[src/hw/sdcmd_pkg.sv]
package sdcmd_pkg;
  localparam int unsigned BANKS = 4;
  localparam int unsigned BANK_W = 2;
  localparam int unsigned ADDR_W = 13;
  localparam int unsigned PRECHARGE_SELECT_BIT = 10;
  localparam int unsigned BURST_LEN = 8;
  localparam int unsigned CORE_CLK_NS = 50;
  localparam int unsigned LINK_HALF_CYC = 4;
  localparam int unsigned SELF_REFRESH_EXIT_TIME_NS = 120;
  localparam int unsigned SELF_REFRESH_EXIT_CYC =
    (SELF_REFRESH_EXIT_TIME_NS + CORE_CLK_NS - 1) / CORE_CLK_NS;
  localparam int unsigned CLOCK_GATE_SETUP_TIME_NS = 2;
  localparam int unsigned LINK_CK_MIN_NS = 6;
  localparam int unsigned WAKE_HOLD_CYC =
    (CLOCK_GATE_SETUP_TIME_NS + LINK_CK_MIN_NS + CORE_CLK_NS - 1) / CORE_CLK_NS;
  localparam int unsigned REFRESH_BURST = 8192;
  localparam int unsigned PD_LIMIT_CYC = 100000;
  // Row strobe, column strobe, write enable
  localparam logic [2:0] RCW_MRS = 3'h0;
  localparam logic [2:0] RCW_REF = 3'h1;
  localparam logic [2:0] RCW_PRE = 3'h2;
  localparam logic [2:0] RCW_ACT = 3'h3;
  localparam logic [2:0] RCW_WRITE = 3'h4;
  localparam logic [2:0] RCW_READ = 3'h5;
  localparam logic [2:0] RCW_BST = 3'h6;
  localparam logic [2:0] RCW_NOP = 3'h7;
  typedef enum logic [3:0] {
    OP_NOP = 4'h0,
    OP_ACT = 4'h1,
    OP_READ = 4'h2,
    OP_WRITE = 4'h3,
    OP_PRE = 4'h4,
    OP_REF = 4'h5,
    OP_MRS = 4'h6,
    OP_BST = 4'h7,
    OP_SREF = 4'h8,
    OP_PDOWN = 4'h9,
    OP_WAKE = 4'hA
  } sdcmd_op_e;
  typedef enum logic [1:0] {
    MD_RUN = 2'h0,
    MD_SREF = 2'h1,
    MD_PDOWN = 2'h2,
    MD_SUSP = 2'h3
  } sdcmd_mode_e;
endpackage

[src/hw/sdcmd_link_if.sv]
`timescale 1ns/100ps
interface sdcmd_link_if;
  logic link_clk;
  logic cke;
  logic cs_n;
  logic ras_n;
  logic cas_n;
  logic we_n;
  logic [sdcmd_pkg::BANK_W-1:0] bank_select;
  logic [sdcmd_pkg::ADDR_W-1:0] addr;
  modport ctrl (output link_clk, cke, cs_n, ras_n, cas_n, we_n, bank_select, addr);
  modport dev (input link_clk, cke, cs_n, ras_n, cas_n, we_n, bank_select, addr);
endinterface

[src/hw/sdcmd_host.sv]
`timescale 1ns/100ps
module sdcmd_host #(
  parameter int unsigned LINK_HALF = sdcmd_pkg::LINK_HALF_CYC,
  parameter int unsigned REFRESH_BURST = sdcmd_pkg::REFRESH_BURST,
  parameter int unsigned PD_LIMIT = sdcmd_pkg::PD_LIMIT_CYC
) (
  input wire logic CORE_CLK_I,
  input wire logic ARST_N_I,
  sdcmd_link_if.ctrl LINK,
  input wire logic REQ_I,
  input wire sdcmd_pkg::sdcmd_op_e OP_I,
  input wire logic [sdcmd_pkg::BANK_W-1:0] BANK_I,
  input wire logic [sdcmd_pkg::ADDR_W-1:0] ADDR_I,
  input wire logic FULL_PAGE_I,
  output logic BUSY_O,
  output logic ACK_O,
  output logic REFUSE_O,
  output sdcmd_pkg::sdcmd_mode_e MODE_O
);
  generate
    if (LINK_HALF < 3 || LINK_HALF > 255 || REFRESH_BURST > 65535 || PD_LIMIT < 1) begin : g_bad
      $error("sdcmd_host parameter out of range");
    end
  endgenerate

  typedef enum logic [2:0] {
    H_IDLE = 3'h0,
    H_REFB = 3'h1,
    H_SREF = 3'h2,
    H_PDOWN = 3'h3,
    H_EXIT = 3'h4
  } sdcmd_hst_e;

  sdcmd_hst_e state, next_state;
  logic [7:0] div_cnt, next_div;
  logic ck, next_ck, fall;
  logic cke, next_cke, cs_n, next_cs_n;
  logic [2:0] rcw, next_rcw;
  logic [sdcmd_pkg::BANK_W-1:0] bank, next_bank, p_bank, next_pbank;
  logic [sdcmd_pkg::ADDR_W-1:0] addr, next_addr, p_addr, next_paddr;
  sdcmd_pkg::sdcmd_op_e p_op, next_op;
  logic [sdcmd_pkg::BANKS-1:0] active, next_active;
  logic [15:0] refs, next_refs;
  logic ref_ph, next_ref_ph, post, next_post;
  logic [31:0] tmr, next_tmr;
  logic next_busy, next_ack, next_refuse;
  sdcmd_pkg::sdcmd_mode_e next_mode;

  assign LINK.link_clk = ck;
  assign LINK.cke = cke;
  assign LINK.cs_n = cs_n;
  assign {LINK.ras_n, LINK.cas_n, LINK.we_n} = rcw;
  assign LINK.bank_select = bank;
  assign LINK.addr = addr;

  always_comb begin
    next_div = div_cnt + 8'h01;
    next_ck = ck;
    fall = 1'b0;
    if (div_cnt == 8'(LINK_HALF - 1)) begin
      next_div = 8'h00;
      next_ck = ~ck;
      fall = ck;
    end
    next_state = state;
    next_cke = cke;
    next_cs_n = cs_n;
    next_rcw = rcw;
    next_bank = bank;
    next_addr = addr;
    next_active = active;
    next_refs = refs;
    next_ref_ph = ref_ph;
    next_post = post;
    next_tmr = (tmr != 32'h0) ? tmr - 32'h1 : 32'h0;
    next_busy = BUSY_O;
    next_ack = 1'b0;
    next_refuse = 1'b0;
    next_mode = MODE_O;
    next_op = p_op;
    next_pbank = p_bank;
    next_paddr = p_addr;
    if (REQ_I && !BUSY_O) begin
      next_busy = 1'b1;
      next_op = OP_I;
      next_pbank = BANK_I;
      next_paddr = ADDR_I;
    end
    // Pins change on the falling link edge, stable at the rising one
    if (fall) begin
      next_cs_n = 1'b0;
      next_rcw = sdcmd_pkg::RCW_NOP;
      case (state)
        H_IDLE: begin
          if (BUSY_O) begin
            next_bank = p_bank;
            next_addr = p_addr;
            next_ack = 1'b1;
            next_busy = 1'b0;
            case (p_op)
              sdcmd_pkg::OP_ACT: begin
                next_rcw = sdcmd_pkg::RCW_ACT;
                next_active[p_bank] = 1'b1;
              end
              sdcmd_pkg::OP_READ, sdcmd_pkg::OP_WRITE: begin
                if (active[p_bank]) begin
                  next_rcw = (p_op == sdcmd_pkg::OP_READ) ? sdcmd_pkg::RCW_READ : sdcmd_pkg::RCW_WRITE;
                  if (p_addr[sdcmd_pkg::PRECHARGE_SELECT_BIT]) begin
                    next_active[p_bank] = 1'b0;
                  end
                end else begin
                  next_ack = 1'b0;
                  next_refuse = 1'b1;
                end
              end
              sdcmd_pkg::OP_PRE: begin
                next_rcw = sdcmd_pkg::RCW_PRE;
                if (p_addr[sdcmd_pkg::PRECHARGE_SELECT_BIT]) begin
                  next_active = '0;
                end else begin
                  next_active[p_bank] = 1'b0;
                end
              end
              sdcmd_pkg::OP_REF: next_rcw = sdcmd_pkg::RCW_REF;
              sdcmd_pkg::OP_MRS: next_rcw = sdcmd_pkg::RCW_MRS;
              sdcmd_pkg::OP_NOP: next_rcw = sdcmd_pkg::RCW_NOP;
              sdcmd_pkg::OP_BST: begin
                if (FULL_PAGE_I) begin
                  next_rcw = sdcmd_pkg::RCW_BST;
                end else begin
                  next_ack = 1'b0;
                  next_refuse = 1'b1;
                end
              end
              sdcmd_pkg::OP_SREF: begin
                next_rcw = sdcmd_pkg::RCW_PRE;
                next_addr[sdcmd_pkg::PRECHARGE_SELECT_BIT] = 1'b1;
                next_active = '0;
                next_ack = 1'b0;
                next_busy = 1'b1;
                next_refs = 16'(REFRESH_BURST);
                next_ref_ph = 1'b0;
                next_post = 1'b0;
                next_state = H_REFB;
              end
              sdcmd_pkg::OP_PDOWN: begin
                next_cke = 1'b0;
                next_cs_n = 1'b1;
                next_tmr = 32'(PD_LIMIT);
                next_mode = (active != '0) ? sdcmd_pkg::MD_SUSP : sdcmd_pkg::MD_PDOWN;
                next_state = H_PDOWN;
              end
              default: begin
                next_ack = 1'b0;
                next_refuse = 1'b1;
              end
            endcase
          end
        end
        H_REFB: begin
          // Each refresh is followed by one no-op
          if (!ref_ph) begin
            next_ref_ph = 1'b1;
          end else if (refs == 16'h0) begin
            next_ack = 1'b1;
            next_busy = 1'b0;
            if (post) begin
              next_state = H_IDLE;
              next_mode = sdcmd_pkg::MD_RUN;
            end else begin
              next_rcw = sdcmd_pkg::RCW_REF;
              next_cke = 1'b0;
              next_mode = sdcmd_pkg::MD_SREF;
              next_state = H_SREF;
            end
          end else begin
            next_rcw = sdcmd_pkg::RCW_REF;
            next_refs = refs - 16'h1;
            next_ref_ph = 1'b0;
          end
        end
        H_SREF: begin
          if (BUSY_O && p_op == sdcmd_pkg::OP_WAKE) begin
            next_cke = 1'b1;
            next_cs_n = 1'b1;
            next_tmr = 32'(sdcmd_pkg::SELF_REFRESH_EXIT_CYC);
            next_post = 1'b1;
            next_state = H_EXIT;
          end else if (BUSY_O) begin
            next_busy = 1'b0;
            next_refuse = 1'b1;
          end
        end
        H_PDOWN: begin
          next_cs_n = 1'b1;
          if ((BUSY_O && p_op == sdcmd_pkg::OP_WAKE) || tmr == 32'h0) begin
            next_cke = 1'b1;
            next_cs_n = 1'b0;
            next_tmr = 32'(sdcmd_pkg::WAKE_HOLD_CYC);
            next_post = 1'b0;
            next_state = H_EXIT;
          end else if (BUSY_O) begin
            next_busy = 1'b0;
            next_refuse = 1'b1;
          end
        end
        H_EXIT: begin
          if (tmr == 32'h0) begin
            if (post && REFRESH_BURST > 0) begin
              next_refs = 16'(REFRESH_BURST);
              next_ref_ph = 1'b1;
              next_state = H_REFB;
            end else begin
              next_state = H_IDLE;
              next_mode = sdcmd_pkg::MD_RUN;
              if (BUSY_O && p_op == sdcmd_pkg::OP_WAKE) begin
                next_ack = 1'b1;
                next_busy = 1'b0;
              end
            end
          end
        end
        default: next_state = H_IDLE;
      endcase
    end
  end

  always_ff @(posedge CORE_CLK_I or negedge ARST_N_I) begin
    if (!ARST_N_I) begin
      state <= H_IDLE;
      div_cnt <= 8'h00;
      ck <= 1'b0;
      cke <= 1'b1;
      cs_n <= 1'b1;
      rcw <= sdcmd_pkg::RCW_NOP;
      bank <= '0;
      addr <= '0;
      p_op <= sdcmd_pkg::OP_NOP;
      p_bank <= '0;
      p_addr <= '0;
      active <= '0;
      refs <= 16'h0;
      ref_ph <= 1'b0;
      post <= 1'b0;
      tmr <= 32'h0;
      BUSY_O <= 1'b0;
      ACK_O <= 1'b0;
      REFUSE_O <= 1'b0;
      MODE_O <= sdcmd_pkg::MD_RUN;
    end else begin
      state <= next_state;
      div_cnt <= next_div;
      ck <= next_ck;
      cke <= next_cke;
      cs_n <= next_cs_n;
      rcw <= next_rcw;
      bank <= next_bank;
      addr <= next_addr;
      p_op <= next_op;
      p_bank <= next_pbank;
      p_addr <= next_paddr;
      active <= next_active;
      refs <= next_refs;
      ref_ph <= next_ref_ph;
      post <= next_post;
      tmr <= next_tmr;
      BUSY_O <= next_busy;
      ACK_O <= next_ack;
      REFUSE_O <= next_refuse;
      MODE_O <= next_mode;
    end
  end
endmodule

[src/flat_wrapper.sv]
// flat-port wrapper written by rule: the top's interface ports become plain ports
module sdcmd_host_flat 
#(
  parameter int unsigned LINK_HALF = sdcmd_pkg::LINK_HALF_CYC,
  parameter int unsigned REFRESH_BURST = sdcmd_pkg::REFRESH_BURST,
  parameter int unsigned PD_LIMIT = sdcmd_pkg::PD_LIMIT_CYC
)
  (CORE_CLK_I, ARST_N_I, REQ_I, OP_I, BANK_I, ADDR_I, FULL_PAGE_I, BUSY_O, ACK_O, REFUSE_O, MODE_O, LINK_link_clk, LINK_cke, LINK_cs_n, LINK_ras_n, LINK_cas_n, LINK_we_n, LINK_bank_select, LINK_addr);
  sdcmd_link_if LINK_i ();
  input wire logic CORE_CLK_I;
  input wire logic ARST_N_I;
  input wire logic REQ_I;
  input wire sdcmd_pkg::sdcmd_op_e OP_I;
  input wire logic [sdcmd_pkg::BANK_W-1:0] BANK_I;
  input wire logic [sdcmd_pkg::ADDR_W-1:0] ADDR_I;
  input wire logic FULL_PAGE_I;
  output logic BUSY_O;
  output logic ACK_O;
  output logic REFUSE_O;
  output sdcmd_pkg::sdcmd_mode_e MODE_O;
  output wire logic [$bits(LINK_i.link_clk)-1:0] LINK_link_clk;
  output wire logic [$bits(LINK_i.cke)-1:0] LINK_cke;
  output wire logic [$bits(LINK_i.cs_n)-1:0] LINK_cs_n;
  output wire logic [$bits(LINK_i.ras_n)-1:0] LINK_ras_n;
  output wire logic [$bits(LINK_i.cas_n)-1:0] LINK_cas_n;
  output wire logic [$bits(LINK_i.we_n)-1:0] LINK_we_n;
  output wire logic [$bits(LINK_i.bank_select)-1:0] LINK_bank_select;
  output wire logic [$bits(LINK_i.addr)-1:0] LINK_addr;
  assign LINK_link_clk = LINK_i.link_clk;
  assign LINK_cke = LINK_i.cke;
  assign LINK_cs_n = LINK_i.cs_n;
  assign LINK_ras_n = LINK_i.ras_n;
  assign LINK_cas_n = LINK_i.cas_n;
  assign LINK_we_n = LINK_i.we_n;
  assign LINK_bank_select = LINK_i.bank_select;
  assign LINK_addr = LINK_i.addr;
  sdcmd_host #(.LINK_HALF(LINK_HALF), .REFRESH_BURST(REFRESH_BURST), .PD_LIMIT(PD_LIMIT)) u_core (.CORE_CLK_I(CORE_CLK_I), .ARST_N_I(ARST_N_I), .LINK(LINK_i), .REQ_I(REQ_I), .OP_I(OP_I), .BANK_I(BANK_I), .ADDR_I(ADDR_I), .FULL_PAGE_I(FULL_PAGE_I), .BUSY_O(BUSY_O), .ACK_O(ACK_O), .REFUSE_O(REFUSE_O), .MODE_O(MODE_O));
endmodule
[config.mk]
export PLATFORM = sky130hd
export DESIGN_NAME = sdcmd_host_flat
export DESIGN_NICKNAME = d
export VERILOG_FILES = /design/src/hw/sdcmd_pkg.sv /design/src/hw/sdcmd_link_if.sv /design/src/hw/sdcmd_host.sv /design/src/flat_wrapper.sv
export SDC_FILE = /design/constraint.sdc
export NUM_CORES = 1
export LEC_CHECK = 0
export CAP_MARGIN = 15
export CORE_MARGIN = 5
export CORE_UTILIZATION = 58
export DETAILED_ROUTE_END_ITERATION = 6
export DONT_BUFFER_PORTS = 1
export GPL_ROUTABILITY_DRIVEN = 0
export PLACE_DENSITY = 0.79
export SLEW_MARGIN = 20
export SYNTH_ARGS = -nofsm -noshare
export SYNTH_HDL_FRONTEND = slang
export SYNTH_SLANG_ARGS = --single-unit
[constraint.sdc]
create_clock -name CORE_CLK_I -period 2.5 [get_ports CORE_CLK_I]
set_clock_uncertainty 0.15 [all_clocks]
set_input_delay 0.5 -clock CORE_CLK_I [delete_from_list [all_inputs] [get_ports CORE_CLK_I]]
set_output_delay 0.5 -clock CORE_CLK_I [all_outputs]
set_load 0.05 [all_outputs]
==> flow_metrics.py <==
metrics = {
    "status": {
        "status": "complete, but fails checks",
        "failed_checks": "negative hold slack, negative setup slack",
    },
    "worst_setup_path": {
        "r2r_slack_ns": -0.16,
        "path_class": "reg -> reg",
        "endpoint_kind": "flop",
        "path_max_fanout": 7,
        "crit_required_ns": 2.61,
        "arrival_ns": 2.77,
        "critPathLaunchType": "flop",
        "worstRegToRegCells": 5,
    },
    "timing": {
        "tightest_slew_ns": 1.16,
        "period_share_pct": 106,
        "setup_ws_ns": -0.159,
        "rsz0062_at_grt": "true",
        "finalSetupViolations": 47,
        "timing.slew.headroom_pct": 22.8,
        "fin_crit_ns": 2.66,
        "fmax_mhz": 376,
        "hold_viol": 110,
        "whs_ns": -0.353,
        "drv_slew": 0,
    },
    "detailed_routing": {
        "dr.pass1.iters": 5,
        "drtIter0Drc": 331,
        "vias_per_cell": 6.30,
        "drc_errors": 0,
        "vias": 4700,
        "avgRoutedWirePerCell_um": 18.8,
        "postRouteWirelength_um": 14000,
        "ant_nets": 0,
    },
    "synth": {
        "ys_async_sr_fraction_pct": 100,
        "synth_compound_area_share_pct": 12.6,
        "synth_mux_area_share_pct": 8.05,
        "ys_ff_latch": 110,
        "netlist_area_um2": 5720,
        "synth_top_family_by_area": "simple AND/OR/NAND/NOR gates",
        "synth.area.top_cells": "dfrtp_1, mux2_2, xnor2_1",
        "synth_area_per_cell_um2": 10.1,
        "synth_top_area_share_pct": 45.9,
        "synthCells": 564,
        "synth_nets": 591,
        "yosysSeqAreaShare_pct": 48.2,
        "ys_warn_count": 0,
        "synth_top_cell_by_area": "dfrtp_1",
        "synth_edf_count": 0,
        "ys_types": 64,
        "yosys.area_share.xor_xnor_pct": 5.51,
        "synth_ff_type": "dfrtp_1",
        "yosys.area_share.simple_pct": 21.7,
        "synth_fa_ha_area_share_pct": 0.875,
    },
    "floorplan": {
        "dieArea_um2": 11900,
        "rows": 36,
        "core_area_um2": 9680,
        "die_h_um": 109,
        "pin_count": 49,
        "start_util_pct": 59.1,
        "die_w_um": 109,
    },
    "cts": {
        "clk_latency_ns": 0.38,
        "cts_made_buffers": 9,
        "tritoncts": "yes",
        "numClockSinks": 110,
        "root_buffer": "clkbuf_8",
        "clk_pin_slew_ns": 0.10,
        "h-tree-depth": 3,
        "clk_path_buf_depth": 2,
    },
    "layout": {
        "final_cells": 746,
        "n_antenna_cell": 0,
        "fin_util_pct": 67.7,
        "nets": 635,
        "syn2layout_area_growth_pct": 14.6,
        "drive_gt1_share_pct": 24.5,
        "nFillCells": 709,
    },
    "global_route": {
        "grt_use_met3_pct": 6.99,
        "grt_pass1_wl_um": 23500,
        "grt_max_degree": 111,
        "grt_pass1_vias": 4811,
        "grt-ovfl-total": 0,
        "use_met2_pct": 40.6,
        "grtUsageMet1_pct": 31.4,
        "antenna_found_initial": 0,
        "top_usage_layer": "met2",
        "grt_util_all_layers_pct": 24.8,
    },
    "power_and_ir_drop": {
        "power.leakage_nw": 2.69,
        "ir_drop_v": 0.000980,
        "power.density_nw_per_um2": 1240,
    },
    "min_path": {
        "hold_path_class": "in -> async",
    },
    "flow_run": {
        "cap_viol_max_count": 0,
    },
    "placed_design": {
        "dpl.hpwl_um": 9360,
        "dp.cells": 724,
        "port_buffers": 0,
    },
}
==> layout make-up <==
cell class	count	area, µm²	share of cell area [%]
Clock buffer	10	138	2.10
Tap cell	133	166	2.54
Multi-Input combinational cell	419	2970	45.2
Inverter	9	33.8	0.515
Sequential cell	110	2760	42.1
Clock inverter	6	45.0	0.687
Timing Repair Buffer	59	447	6.81
==> final timing paths <==
check,from,endpoint
min in group CORE_CLK_I,OP_I[1],u_core.p_op[1]
worst min register to register,u_core.div_cnt[0],u_core.div_cnt[0]
worst max register to register,u_core.tmr[17],u_core.BUSY_O
max in group asynchronous,ARST_N_I,u_core.LINK.cs_n
worst min-delay path,ARST_N_I,u_core.refs[15]
worst max-delay path,u_core.tmr[17],u_core.BUSY_O
==> cells in the final DEF, fill, tap and decap left out, types with 4 or more instances in the layout <==
master      n
o31ai_1     7
o22a_1      9
inv_1       9
or3_1       8
nor3b_1     6
buf_4      58
or4_1       5
nor2_1     58
dfrtp_1   104
nand3_1    15
nand2_1    44
clkbuf_8   10
a21oi_1    16
ha_1        4
nor2b_1    13
xor2_1      6
mux2_2     37
nand2b_1    5
o31ai_4     6
dfstp_2     5
nor3_1     24
xnor2_1    30
nor4_1     15
o21ai_0    24
and2_1      5
nor4b_1     4
nand4_1     9
==> per-stage QoR <==
stage | power (mW) | setup slack [ns] | cell area (µm²) | setup TNS, ns | hold WS (ns)
6_report | 8.16 | -0.159 | 6560 | -3.27 | -0.353
4_1_cts | 8.01 | -0.108 | 6440 | -1.60 | -0.362
2_1_floorplan | 5.83 | -0.0321 | 5760 | -0.221 | 0.0544
3_5_place_dp | 6.93 | -0.158 | 6210 | -3.21 | 0.0603
5_1_grt | 8.70 | -0.234 | 6560 | -5.78 | -0.377
3_3_place_gp | 6.72 | -0.0672 | 6210 | -0.750 | 0.0601
==> critical path, stage by stage, from the launching register on <==
cell     delay [ns]
dfrtp_1        0.41
or4_4          0.55
or4_4          0.58
or3_4          0.51
o31ai_4        0.21
a31oi_2        0.13
==> state kept, by name, summed over array words and instances (netlist names), 3 cells and up <==
register and flops:
u_core.LINK.addr 13, u_core.active 4, u_core.div_cnt 8, u_core.p_addr 13
u_core.p_op 4, u_core.rcw 3, u_core.refs 16, u_core.state 3
u_core.tmr 32
==> layer usage <==
metal / up-vias / part of all wire, %
li1: 2144 / -
met1: 2324 / 41
met2: 196 / 49
met3: 36 / 7.8
met4: 0 / 2.7
met5: - / 0
==> where the power goes <==
part           internal [mW]  total, mW  switching, mW
Combinational           1.56       3.26           1.70
Clock                  0.395       1.03          0.638
Sequential              2.50       3.86           1.36
Total                   4.46       8.16           3.70
==> synthesized netlist by cell type (6+ instances only) <==
library cell and count:
mux2_2 38, nor4b_1 6, nor3b_1 6, xnor2_1 30
o22a_1 9, nor3_1 24, clkbuf_1 23, inv_1 9
nor4_1 18, o21ai_0 24, xor2_1 6, o31ai_1 8
nor2_1 58, nand3_1 15, dfrtp_1 105, nand2_1 44
a21oi_1 16, or4_1 6, nand4_1 9, nor2b_1 14
or3_1 9
==> kinds of logic (layout without fill, tap and decap cells) <==
group	after synthesis	after routing
AND/OR/NAND/NOR	236	236
flip-flops	110	110
AO/OA/AOI/OAI	100	103
multiplexers	40	40
buffers and inverters	38	84
XOR/XNOR	36	36
adder cells (fa/ha/maj)	4	4
==> what timing repair did <==
item	in CTS	in global routing
cloned	1	2
setup endpoints to repair	47	56
pin swaps	10	17
gates resized for setup	4	12
setup buffers	2	1
endpoints found under the hold margin	110	110
No activity file was read; power rests on OpenSTA's default activity.
